## src/logic/pid_regs_pkg.sv

```systemverilog
// Package with register map, field layout and factory defaults for the PID parameter bank
`default_nettype none

package pid_regs_pkg;

  // ----------------------------------------------------------------
  // Register map
  // ----------------------------------------------------------------
  localparam logic [7:0]  LOOP1_BASE     = 8'h60;  // First index of loop 1 range
  localparam logic [7:0]  LOOP2_BASE     = 8'h80;  // First index of loop 2 range
  localparam logic [7:0]  LOOP_SPAN      = 8'h12;  // Registers per loop
  localparam logic [4:0]  SET_STRIDE     = 5'h05;  // Registers per parameter set
  localparam logic [4:0]  SET1_BASE      = 5'h05;
  localparam logic [4:0]  SET2_BASE      = 5'h0a;
  localparam logic [4:0]  MISC_BASE      = 5'h0f;

  // ----------------------------------------------------------------
  // Field positions inside one parameter set, and loop-wide fields
  // ----------------------------------------------------------------
  localparam logic [4:0]  OFF_GAIN       = 5'h00;
  localparam logic [4:0]  OFF_TI_HIGH    = 5'h01;
  localparam logic [4:0]  OFF_TI_LOW     = 5'h02;
  localparam logic [4:0]  OFF_TD_HIGH    = 5'h03;
  localparam logic [4:0]  OFF_TD_LOW     = 5'h04;
  localparam logic [4:0]  OFF_BIAS       = 5'h0f;
  localparam logic [4:0]  OFF_LIMIT1     = 5'h10;
  localparam logic [4:0]  OFF_LIMIT2     = 5'h11;
  localparam logic [1:0]  SET_MISC       = 2'h3;   // Select code for loop-wide fields

  // ----------------------------------------------------------------
  // Value ranges and factory defaults
  // ----------------------------------------------------------------
  localparam logic [15:0] GAIN_MIN       = 16'h0001;  // Gain 0.01 times one hundred
  localparam logic [15:0] GAIN_MAX       = 16'h2710;  // Gain 100.00 times one hundred
  localparam logic [15:0] GAIN_DEFAULT   = 16'h0064;  // Gain 1.00
  localparam logic [31:0] TIME_DEFAULT   = 32'h0000_0000;
  localparam logic [15:0] WORD_DEFAULT   = 16'h0000;
  localparam logic [15:0] READ_NONSENSE  = 16'h0000;  // Read value on monitoring variant

  // Power-up sequencer
  typedef enum logic [1:0] {PWR_SAMPLE, PWR_RESTORE, PWR_RUN} pwr_state_t;

endpackage

`default_nettype wire

```

## src/logic/pid_loop_bank.sv

```systemverilog
// One loop's PID parameter storage: three sets, staged time words, loop-wide fields
`timescale 1ns/1ps
`default_nettype none

module pid_loop_bank (
  input  wire logic        clock,
  input  wire logic        arst_n,
  input  wire logic        wr_en,
  input  wire logic        restore,
  input  wire logic        mirror,
  input  wire logic [4:0]  offset,
  input  wire logic [15:0] wr_data,
  output logic      [15:0] rd_data
);

  logic [15:0] gain     [3];
  logic [31:0] ti       [3];
  logic [31:0] td       [3];
  logic [15:0] ti_stage [3];
  logic [15:0] td_stage [3];
  logic [15:0] bias;
  logic [15:0] limit1;
  logic [15:0] limit2;
  logic [15:0] next_gain     [3];
  logic [31:0] next_ti       [3];
  logic [31:0] next_td       [3];
  logic [15:0] next_ti_stage [3];
  logic [15:0] next_td_stage [3];
  logic [15:0] next_bias;
  logic [15:0] next_limit1;
  logic [15:0] next_limit2;
  logic [1:0]  sel_set;
  logic [4:0]  sel_field;
  logic [1:0]  rd_set;
  logic [15:0] gain_in;

  // ----------------------------------------------------------------
  // Offset split into set and field
  // ----------------------------------------------------------------
  always_comb begin
    if (offset < pid_regs_pkg::SET1_BASE) begin
      sel_set   = 2'h0;
      sel_field = offset;
    end else if (offset < pid_regs_pkg::SET2_BASE) begin
      sel_set   = 2'h1;
      sel_field = offset - pid_regs_pkg::SET_STRIDE;
    end else if (offset < pid_regs_pkg::MISC_BASE) begin
      sel_set   = 2'h2;
      sel_field = offset - pid_regs_pkg::SET2_BASE;
    end else begin
      sel_set   = pid_regs_pkg::SET_MISC;
      sel_field = offset;
    end
    // Gain is clamped so the controller never sees a gain outside its range
    if (wr_data < pid_regs_pkg::GAIN_MIN) gain_in = pid_regs_pkg::GAIN_MIN;
    else if (wr_data > pid_regs_pkg::GAIN_MAX) gain_in = pid_regs_pkg::GAIN_MAX;
    else gain_in = wr_data;
  end

  // ----------------------------------------------------------------
  // Next state of the parameter table
  // ----------------------------------------------------------------
  always_comb begin
    next_gain     = gain;
    next_ti       = ti;
    next_td       = td;
    next_ti_stage = ti_stage;
    next_td_stage = td_stage;
    next_bias     = bias;
    next_limit1   = limit1;
    next_limit2   = limit2;
    if (restore) begin
      for (int s = 0; s < 3; s++) begin
        next_gain[s]     = pid_regs_pkg::GAIN_DEFAULT;
        next_ti[s]       = pid_regs_pkg::TIME_DEFAULT;
        next_td[s]       = pid_regs_pkg::TIME_DEFAULT;
        next_ti_stage[s] = pid_regs_pkg::WORD_DEFAULT;
        next_td_stage[s] = pid_regs_pkg::WORD_DEFAULT;
      end
      next_bias   = pid_regs_pkg::WORD_DEFAULT;
      next_limit1 = pid_regs_pkg::WORD_DEFAULT;
      next_limit2 = pid_regs_pkg::WORD_DEFAULT;
    end else if (wr_en && sel_set == pid_regs_pkg::SET_MISC) begin
      case (offset)
        pid_regs_pkg::OFF_BIAS:   next_bias   = wr_data;
        pid_regs_pkg::OFF_LIMIT1: next_limit1 = wr_data;
        pid_regs_pkg::OFF_LIMIT2: next_limit2 = wr_data;
        default: ;
      endcase
    end else if (wr_en) begin
      // With scheduling off one write lands in all three sets
      for (int s = 0; s < 3; s++) begin
        if (mirror || 2'(s) == sel_set) begin
          case (sel_field)
            pid_regs_pkg::OFF_GAIN:    next_gain[s]     = gain_in;
            pid_regs_pkg::OFF_TI_HIGH: next_ti_stage[s] = wr_data;
            pid_regs_pkg::OFF_TI_LOW:  next_ti[s] = {ti_stage[sel_set], wr_data};
            pid_regs_pkg::OFF_TD_HIGH: next_td_stage[s] = wr_data;
            pid_regs_pkg::OFF_TD_LOW:  next_td[s] = {td_stage[sel_set], wr_data};
            default: ;
          endcase
        end
      end
    end
  end

  // Reads come from set one while mirrored, so stale sets never show
  always_comb begin
    rd_set = (mirror && sel_set != pid_regs_pkg::SET_MISC) ? 2'h0 : sel_set;
    rd_data = pid_regs_pkg::WORD_DEFAULT;
    if (rd_set == pid_regs_pkg::SET_MISC) begin
      case (offset)
        pid_regs_pkg::OFF_BIAS:   rd_data = bias;
        pid_regs_pkg::OFF_LIMIT1: rd_data = limit1;
        pid_regs_pkg::OFF_LIMIT2: rd_data = limit2;
        default:                  rd_data = pid_regs_pkg::WORD_DEFAULT;
      endcase
    end else begin
      case (sel_field)
        pid_regs_pkg::OFF_GAIN:    rd_data = gain[rd_set];
        pid_regs_pkg::OFF_TI_HIGH: rd_data = ti_stage[rd_set];
        pid_regs_pkg::OFF_TI_LOW:  rd_data = ti[rd_set][15:0];
        pid_regs_pkg::OFF_TD_HIGH: rd_data = td_stage[rd_set];
        pid_regs_pkg::OFF_TD_LOW:  rd_data = td[rd_set][15:0];
        default:                   rd_data = pid_regs_pkg::WORD_DEFAULT;
      endcase
    end
  end

  // Table registers
  always_ff @(posedge clock or negedge arst_n) begin
    if (!arst_n) begin
      for (int s = 0; s < 3; s++) begin
        gain[s]     <= pid_regs_pkg::GAIN_DEFAULT;
        ti[s]       <= pid_regs_pkg::TIME_DEFAULT;
        td[s]       <= pid_regs_pkg::TIME_DEFAULT;
        ti_stage[s] <= pid_regs_pkg::WORD_DEFAULT;
        td_stage[s] <= pid_regs_pkg::WORD_DEFAULT;
      end
      bias   <= pid_regs_pkg::WORD_DEFAULT;
      limit1 <= pid_regs_pkg::WORD_DEFAULT;
      limit2 <= pid_regs_pkg::WORD_DEFAULT;
    end else begin
      gain     <= next_gain;
      ti       <= next_ti;
      td       <= next_td;
      ti_stage <= next_ti_stage;
      td_stage <= next_td_stage;
      bias     <= next_bias;
      limit1   <= next_limit1;
      limit2   <= next_limit2;
    end
  end

  // ----------------------------------------------------------------
  // Checks
  // ----------------------------------------------------------------
  chk_high_held: assert property (@(posedge clock) disable iff (!arst_n)
    (wr_en && !restore && offset == pid_regs_pkg::OFF_TI_HIGH) |=> ti[0] == $past(ti[0]))
    else $error("High word write changed the active integral time");
  chk_pair_combine: assert property (@(posedge clock) disable iff (!arst_n)
    (wr_en && !restore && offset == pid_regs_pkg::OFF_TD_LOW)
    |=> td[0] == {$past(td_stage[0]), $past(wr_data)})
    else $error("Committed derivative time is not staged high plus low word");
  chk_mirror_copy: assert property (@(posedge clock) disable iff (!arst_n)
    (wr_en && !restore && mirror && offset == pid_regs_pkg::SET1_BASE)
    |=> gain[0] == gain[1] && gain[2] == gain[1])
    else $error("Mirrored gain write did not reach all sets");
  chk_gain_range: assert property (@(posedge clock) disable iff (!arst_n)
    gain[2] >= pid_regs_pkg::GAIN_MIN && gain[2] <= pid_regs_pkg::GAIN_MAX)
    else $error("Stored gain outside permitted range");
  chk_read_mirror: assert property (@(posedge clock) disable iff (!arst_n)
    (mirror && offset == pid_regs_pkg::SET2_BASE) |-> rd_data == gain[0])
    else $error("Mirrored read of set three differs from set one");
  chk_low_read: assert property (@(posedge clock) disable iff (!arst_n)
    (offset == pid_regs_pkg::OFF_TI_LOW && !mirror) |-> rd_data == ti[0][15:0])
    else $error("Low register does not read low half of committed time");

endmodule // pid_loop_bank

`default_nettype wire

```

## src/logic/pid_parameter_register_access.sv

```systemverilog
// Top of the PID parameter register bank: index decode, power-up handling, read path
`timescale 1ns/1ps
`default_nettype none

// Function
// Time value commits only on low-word write
// Master writes high word first, low last
// Time is 32-bit milliseconds, high then low
// Scheduling off: writes copied to all sets
// Scheduling off: all sets read the same
// Monitoring variant: PID reads meaningless, writes ignored
// Cancel plus down at power-up restores defaults
// Each register holds one unsigned 16-bit word
// Gain exchanged times hundred, 1 to 10000
// Low word joins latest high word
module pid_parameter_register_access (
  input  wire logic        clock,
  input  wire logic        arst_n,
  input  wire logic        reg_wr_en,
  input  wire logic        reg_rd_en,
  input  wire logic [7:0]  reg_index,
  input  wire logic [15:0] reg_wr_data,
  input  wire logic        gain_sched_loop1,
  input  wire logic        gain_sched_loop2,
  input  wire logic        monitor_only_strap,
  input  wire logic        cancel_key,
  input  wire logic        down_key,
  output logic      [15:0] rd_data,
  output logic             rd_valid,
  output logic             rd_hit,
  output logic             link_ready,
  output logic             monitor_only,
  output logic             defaults_restored
);

  pid_regs_pkg::pwr_state_t state;
  pid_regs_pkg::pwr_state_t next_state;
  logic        next_monitor_only;
  logic        next_defaults_restored;
  logic        next_link_ready;
  logic [15:0] next_rd_data;
  logic        next_rd_valid;
  logic        next_rd_hit;
  logic        hit1;
  logic        hit2;
  logic [7:0]  rel1;
  logic [7:0]  rel2;
  logic        bank_wr1;
  logic        bank_wr2;
  logic        restore;
  logic [15:0] bank_rd1;
  logic [15:0] bank_rd2;

  // ----------------------------------------------------------------
  // Power-up sequencer
  // ----------------------------------------------------------------
  // Keys and variant strap are sampled once, on the first edge after release,
  // so a key pressed later in operation never wipes the table
  always_comb begin
    next_state             = state;
    next_monitor_only      = monitor_only;
    next_defaults_restored = defaults_restored;
    next_link_ready        = link_ready;
    case (state)
      pid_regs_pkg::PWR_SAMPLE: begin
        next_monitor_only = monitor_only_strap;
        if (cancel_key && down_key) begin
          next_state = pid_regs_pkg::PWR_RESTORE;
        end else begin
          next_state      = pid_regs_pkg::PWR_RUN;
          next_link_ready = 1'b1;
        end
      end
      pid_regs_pkg::PWR_RESTORE: begin
        next_state             = pid_regs_pkg::PWR_RUN;
        next_defaults_restored = 1'b1;
        next_link_ready        = 1'b1;
      end
      pid_regs_pkg::PWR_RUN: next_state = pid_regs_pkg::PWR_RUN;
      default: next_state = pid_regs_pkg::PWR_SAMPLE;
    endcase
  end

  always_ff @(posedge clock or negedge arst_n) begin
    if (!arst_n) begin
      state             <= pid_regs_pkg::PWR_SAMPLE;
      monitor_only      <= 1'b0;
      defaults_restored <= 1'b0;
      link_ready        <= 1'b0;
    end else begin
      state             <= next_state;
      monitor_only      <= next_monitor_only;
      defaults_restored <= next_defaults_restored;
      link_ready        <= next_link_ready;
    end
  end

  // Restore runs for exactly one cycle while the sequencer sits in its restore state.
  // The link stays closed through that cycle, so no write can race the wipe
  // and be lost under the factory values
  assign restore = (state == pid_regs_pkg::PWR_RESTORE);

  // ----------------------------------------------------------------
  // Index decode
  // ----------------------------------------------------------------
  // Indices outside both loop ranges belong to other register groups
  assign rel1 = reg_index - pid_regs_pkg::LOOP1_BASE;
  assign rel2 = reg_index - pid_regs_pkg::LOOP2_BASE;
  assign hit1 = (reg_index >= pid_regs_pkg::LOOP1_BASE) && (rel1 < pid_regs_pkg::LOOP_SPAN);
  assign hit2 = (reg_index >= pid_regs_pkg::LOOP2_BASE) && (rel2 < pid_regs_pkg::LOOP_SPAN);

  // Writes are dropped until the sequencer runs and always on the monitoring variant
  assign bank_wr1 = reg_wr_en && hit1 && link_ready && !monitor_only;
  assign bank_wr2 = reg_wr_en && hit2 && link_ready && !monitor_only;

  // ----------------------------------------------------------------
  // Parameter banks, one per loop
  // ----------------------------------------------------------------
  pid_loop_bank loop1_bank (
    .clock   (clock),
    .arst_n  (arst_n),
    .wr_en   (bank_wr1),
    .restore (restore),
    .mirror  (!gain_sched_loop1),
    .offset  (rel1[4:0]),
    .wr_data (reg_wr_data),
    .rd_data (bank_rd1)
  );

  pid_loop_bank loop2_bank (
    .clock   (clock),
    .arst_n  (arst_n),
    .wr_en   (bank_wr2),
    .restore (restore),
    .mirror  (!gain_sched_loop2),
    .offset  (rel2[4:0]),
    .wr_data (reg_wr_data),
    .rd_data (bank_rd2)
  );

  // ----------------------------------------------------------------
  // Read path
  // ----------------------------------------------------------------
  // Answer is registered one cycle after the request; costs a cycle of
  // latency but keeps every output straight from a flip-flop
  always_comb begin
    next_rd_valid = reg_rd_en && link_ready;
    next_rd_hit   = reg_rd_en && link_ready && (hit1 || hit2);
    next_rd_data  = rd_data;
    if (reg_rd_en && link_ready) begin
      if (monitor_only) next_rd_data = pid_regs_pkg::READ_NONSENSE;
      else if (hit1) next_rd_data = bank_rd1;
      else if (hit2) next_rd_data = bank_rd2;
      else next_rd_data = pid_regs_pkg::WORD_DEFAULT;
    end
  end

  always_ff @(posedge clock or negedge arst_n) begin
    if (!arst_n) begin
      rd_data  <= pid_regs_pkg::WORD_DEFAULT;
      rd_valid <= 1'b0;
      rd_hit   <= 1'b0;
    end else begin
      rd_data  <= next_rd_data;
      rd_valid <= next_rd_valid;
      rd_hit   <= next_rd_hit;
    end
  end

  // ----------------------------------------------------------------
  // Checks
  // ----------------------------------------------------------------
  chk_monitor_reads: assert property (@(posedge clock) disable iff (!arst_n)
    (reg_rd_en && link_ready && monitor_only && hit1)
    |=> rd_valid && rd_hit && rd_data == pid_regs_pkg::READ_NONSENSE)
    else $error("Monitoring variant returned PID data");
  chk_monitor_writes: assert property (@(posedge clock) disable iff (!arst_n)
    monitor_only |-> !bank_wr1 && !bank_wr2)
    else $error("Monitoring variant let a PID write through");
  chk_restore_keys: assert property (@(posedge clock) disable iff (!arst_n)
    (state == pid_regs_pkg::PWR_SAMPLE && cancel_key && down_key)
    |=> restore ##1 (!restore && defaults_restored && link_ready))
    else $error("Key combination at power-up did not restore defaults");
  chk_no_restore: assert property (@(posedge clock) disable iff (!arst_n)
    (state == pid_regs_pkg::PWR_SAMPLE && !(cancel_key && down_key))
    |=> (!restore && !defaults_restored && link_ready) [*2])
    else $error("Defaults restored without the key combination");
  chk_read_loop2: assert property (@(posedge clock) disable iff (!arst_n)
    (reg_rd_en && link_ready && !monitor_only && hit2 && !bank_wr2)
    |=> rd_valid && rd_hit && rd_data == $past(bank_rd2))
    else $error("Loop 2 read did not return bank word one cycle later");

  // Read answers stand for one cycle only; a stray second pulse would
  // make the master count one read twice
  chk_valid_pulse: assert property (@(posedge clock) disable iff (!arst_n)
    !(reg_rd_en && link_ready) |=> !rd_valid && !rd_hit)
    else $error("Read answer without an accepted read");
  chk_read_answer: assert property (@(posedge clock) disable iff (!arst_n)
    (reg_rd_en && link_ready) |=> rd_valid)
    else $error("Accepted read got no answer");
  chk_data_holds: assert property (@(posedge clock) disable iff (!arst_n)
    !(reg_rd_en && link_ready) |=> $stable(rd_data))
    else $error("Read word changed without a read");

  // Indices of other register groups answer with a plain zero word
  chk_hit_range: assert property (@(posedge clock) disable iff (!arst_n)
    (reg_rd_en && link_ready && !hit1 && !hit2)
    |=> !rd_hit && rd_data == pid_regs_pkg::WORD_DEFAULT)
    else $error("Read outside the PID ranges reported a hit");

  // Power-up outcome is sticky until the next reset
  chk_ready_stays: assert property (@(posedge clock) disable iff (!arst_n)
    link_ready |=> link_ready && $stable(monitor_only))
    else $error("Link closed or variant changed after power-up");
  chk_restore_sticky: assert property (@(posedge clock) disable iff (!arst_n)
    defaults_restored |=> defaults_restored && !restore)
    else $error("Restore flag dropped or restore repeated");
  chk_sample_once: assert property (@(posedge clock) disable iff (!arst_n)
    state != pid_regs_pkg::PWR_SAMPLE |=> state != pid_regs_pkg::PWR_SAMPLE)
    else $error("Keys sampled again after power-up");
  chk_wr_closed: assert property (@(posedge clock) disable iff (!arst_n)
    !link_ready |-> !bank_wr1 && !bank_wr2)
    else $error("Write reached a bank before power-up finished");

endmodule // pid_parameter_register_access

`default_nettype wire

```

## config.mk

```make
export PLATFORM = sky130hd
export DESIGN_NAME = pid_parameter_register_access
export DESIGN_NICKNAME = d
export VERILOG_FILES = /design/src/logic/pid_regs_pkg.sv /design/src/logic/pid_loop_bank.sv /design/src/logic/pid_parameter_register_access.sv
export SDC_FILE = /design/constraint.sdc
export NUM_CORES = 1
export LEC_CHECK = 0
export BUFFER_PORTS_ARGS = -buffer_cell sky130_fd_sc_hd__buf_2
export CAP_MARGIN = 5
export CORE_ASPECT_RATIO = 1.4
export CORE_MARGIN = 10
export CORE_UTILIZATION = 30
export CTS_CLUSTER_DIAMETER = 200
export DETAILED_ROUTE_END_ITERATION = 12
export HOLD_SLACK_MARGIN = 0.02
export PLACE_DENSITY_LB_ADDON = 0.08
export SLEW_MARGIN = 20
export SYNTH_ARGS = -nofsm -noshare
export SYNTH_HDL_FRONTEND = slang
export SYNTH_SLANG_ARGS = --single-unit
```

## constraint.sdc

```tcl
create_clock -name clock -period 5 [get_ports clock]
set_clock_uncertainty 0.15 [all_clocks]
set_input_delay 0.5 -clock clock [delete_from_list [all_inputs] [get_ports clock]]
set_output_delay 0.5 -clock clock [all_outputs]
set_load 0.02 [all_outputs]
```

==> out/qor.txt <==
largest net degree at the start of global routing: 129
unrepaired setup endpoints after global routing: false
average via count per standard cell: 5.309
overall routing resource usage: 22.33%
class of the tightest hold or removal check: primary input to register
final worst hold slack: 0.08870 ns
Synth Flop Type: dfrtp_1
DRT antenna net count: 0
clock network power share: 34.8%
post-CTS setup buffer count: 0
hold buffers post-CTS: 5
count of maximum capacitance violations: 0
Routed WL: 116.1 mm
P_int: 0.01016 W
antenna violations before repair: 3
HPWL after detailed placement: 80.64 mm
Detailed Route Iter0 Violations: 1,988
clock tree root buffer cell: clkbuf_16
via count of the first global-routing pass: 22,270
minimum clock period: 4.222 ns
max-slew violations: 0
power density relative to cell area: 460.4 nW/µm²
post-detailed-placement cell area: 29,750 µm²
via count of the routed design: 22,260
maximum level of the CTS H-tree: 3
net count reported at finish: 2,991
count of standard-cell rows: 131
Worst Setup End Kind: register
vertical extent of the die: 377.2 µm
number of buffers created by CTS: 68
average cell area after synthesis: 9.419 µm²
CTS tree: done
Post-synth EDFFs: 0
result of the run: completed
effective utilization at floorplan: 30.11%
number of synthesized register bits: 599
sequential element share of the synthesized area: 54.90%
pre-CTS setup slack: 0.2657 ns
total of buffers placed on input and output ports: 53
cell count after synthesis: 2,903
static leakage power: 13.95 nW
sw power: 0.004601 W
synthesis warning total: 0
VDD IR max: 0.2228 mV
number of cells upsized or downsized after cts: 0
die width: 275.2 µm
Comb power frac: 18.2%
Data arrival, critical path: 4.59 ns
global-route wire length before repair: 168.2 mm
share of the cycle needed by the critical path after routing: 84.45%
fill cell instance count of the final layout: 9,373
Post-Synthesis Net Count: 2,949
worst endpoint required time: 5.36 ns
distinct cell type count after synthesis: 79
Synth Cell Area: 27,340 µm²
Overflow after GRT: 0
Slew @ Worst Pin: 1.158 ns
number of clock sinks: 599
part of the power in registers: 47.0%
First-pass DRT Iterations: 5
fmax: 236.8 MHz
share of final-layout standard cells stronger than drive strength 1: 15.24%
smallest setup slack after layout: 0.7777 ns
wire length per cell: 27.68 µm
most frequent cells in the layout: 696 x nand2_1, 587 x o21ai_0, 581 x dfrtp_1
startpoint type of the worst setup path: primary input
layout overhead on the synthesized area: 17.26%
Worst-path clk slew: 0.06 ns
worst slew margin relative to its limit: 22.79%
net switching fraction of the power: 31.17%
setup total negative slack: 0 ns
maximum clock insertion buffer count: 3
final std cells w/o fill: 4,193
Hold Vio Cnt, Final: 0
Async SR Flop Fraction: 100.0%
maximum fanout count along the critical path: 10
Clk Latency, worst-skew pair: 0.62 ns
area of the core: 90,800 µm²
post-route DRC violation count: 0
placer's final routability congestion estimate: 0.9394
commonest non-fill, non-tap cell in the layout: nand2_1
finished layout cell area: 32,060 µm²
Crit Path Class: primary input to register
number of failing setup endpoints in the final timing report: 0
total die area: 103,800 µm²
I/O pin cnt: 54
Post-Place Cells: 4,067
[worst paths after layout]
| check | start | to | slack, ns | cells after the start |
|---|---|---|---|---|
| hold / removal | cancel_key | link_ready | 0.09 | 3 |
| setup reg to reg | state[1] | loop2_bank.td_stage[6] | 1.96 | 8 |
| min in group asynchronous | arst_n | loop2_bank.ti[67] | 0.38 | 2 |
| setup / recovery | reg_index[1] | rd_data[7] | 0.78 | 13 |
| max in group asynchronous | arst_n | loop1_bank.td[75] | 2.96 | 3 |
| hold reg to reg | defaults_restored | defaults_restored | 0.31 | 1 |
[power groups by stage]
stage	combinational [W]	sequential, W	clock (W)
finish	0.00268	0.00694	0.00514
global placement	0.00264	0.00698	0
detailed placement	0.00270	0.00702	0
floorplan	0.00165	0.00679	0
CTS	0.00271	0.00694	0.00529
global route	0.00305	0.00709	0.00547
[registers in the layout, indices dropped and copies added, names as in the netlist, 2 cells and up]
name                 count
loop1_bank.limit1       16
loop2_bank.ti           48
loop1_bank.ti_stage     48
state                    2
loop2_bank.td_stage     48
loop2_bank.limit2       16
loop1_bank.td           48
loop2_bank.gain         48
loop1_bank.ti           48
rd_data                 16
loop1_bank.gain         48
loop1_bank.bias         16
loop2_bank.bias         16
loop2_bank.ti_stage     48
loop2_bank.limit1       16
loop1_bank.td_stage     48
loop2_bank.td           48
loop1_bank.limit2       16
[stage by stage]
step / util [%] / total power (W)
after global routing: 35.30 / 0.01561
after detailed placement: 32.77 / 0.009724
final: 35.31 / 0.01476
after global placement: 32.76 / 0.009615
after CTS: 35.30 / 0.01494
after floorplan: - / 0.008437
[metal layers]
metal	part of all wire, %	global-route usage (%)	wire (µm)
met2	49	37.49	56380
met3	4.2	2.778	4900
met1	43	28.48	49460
met4	4.6	9.696	5318
met5	0.011	0	13
[cells in the mapped netlist, drive strengths merged (23+ instances only)]
cell	count	share of area, %
a21oi	60	1.2
a222oi	26	0.95
a22oi	35	0.96
a31oi	30	0.69
buf	63	1.3
clkbuf	193	2.6
dfrtp	581	53
inv	23	0.32
mux2	39	1.6
mux2i	107	3.9
nand2	700	9.7
nand2b	29	0.66
nand3	35	0.66
nor2	43	0.63
nor3	37	0.74
o21ai	621	11
[worst max-delay path: stages]
cell	delay (ns)
buf_2	0.13
inv_1	0.25
ha_1	0.29
nand2_1	0.11
a221oi_1	0.56
or4_1	0.43
buf_4	0.25
nor2_1	0.08
buf_4	0.21
nand3_1	0.31
a2bb2oi_1	0.63
nand3_1	0.44
a32o_1	0.38
[cell type report]
cell class | count | area, µm² | area share (%)
repair buffers | 228 | 1777 | 5.541
clock buffers | 102 | 2064 | 6.439
clock inverters | 15 | 183.9 | 0.5737
flip-flops and latches | 599 | 15010 | 46.82
inverters | 23 | 86.33 | 0.2693
multi-input cells | 2025 | 11430 | 35.65
well taps | 1197 | 1498 | 4.671
diodes | 4 | 10.01 | 0.03122
[logic make-up (layout without fill, tap and decap cells)]
group	Yosys count	in the layout	synth area share (%)
compound gates	947	947	20.61
simple gates	919	919	14.15
fa+ha+maj	13	13	0.5949
buf+inv	279	368	4.219
mux	146	146	5.523
other cells	0	4	0
flops	599	599	54.90
Note: power is estimated with default switching activity, not from simulation.
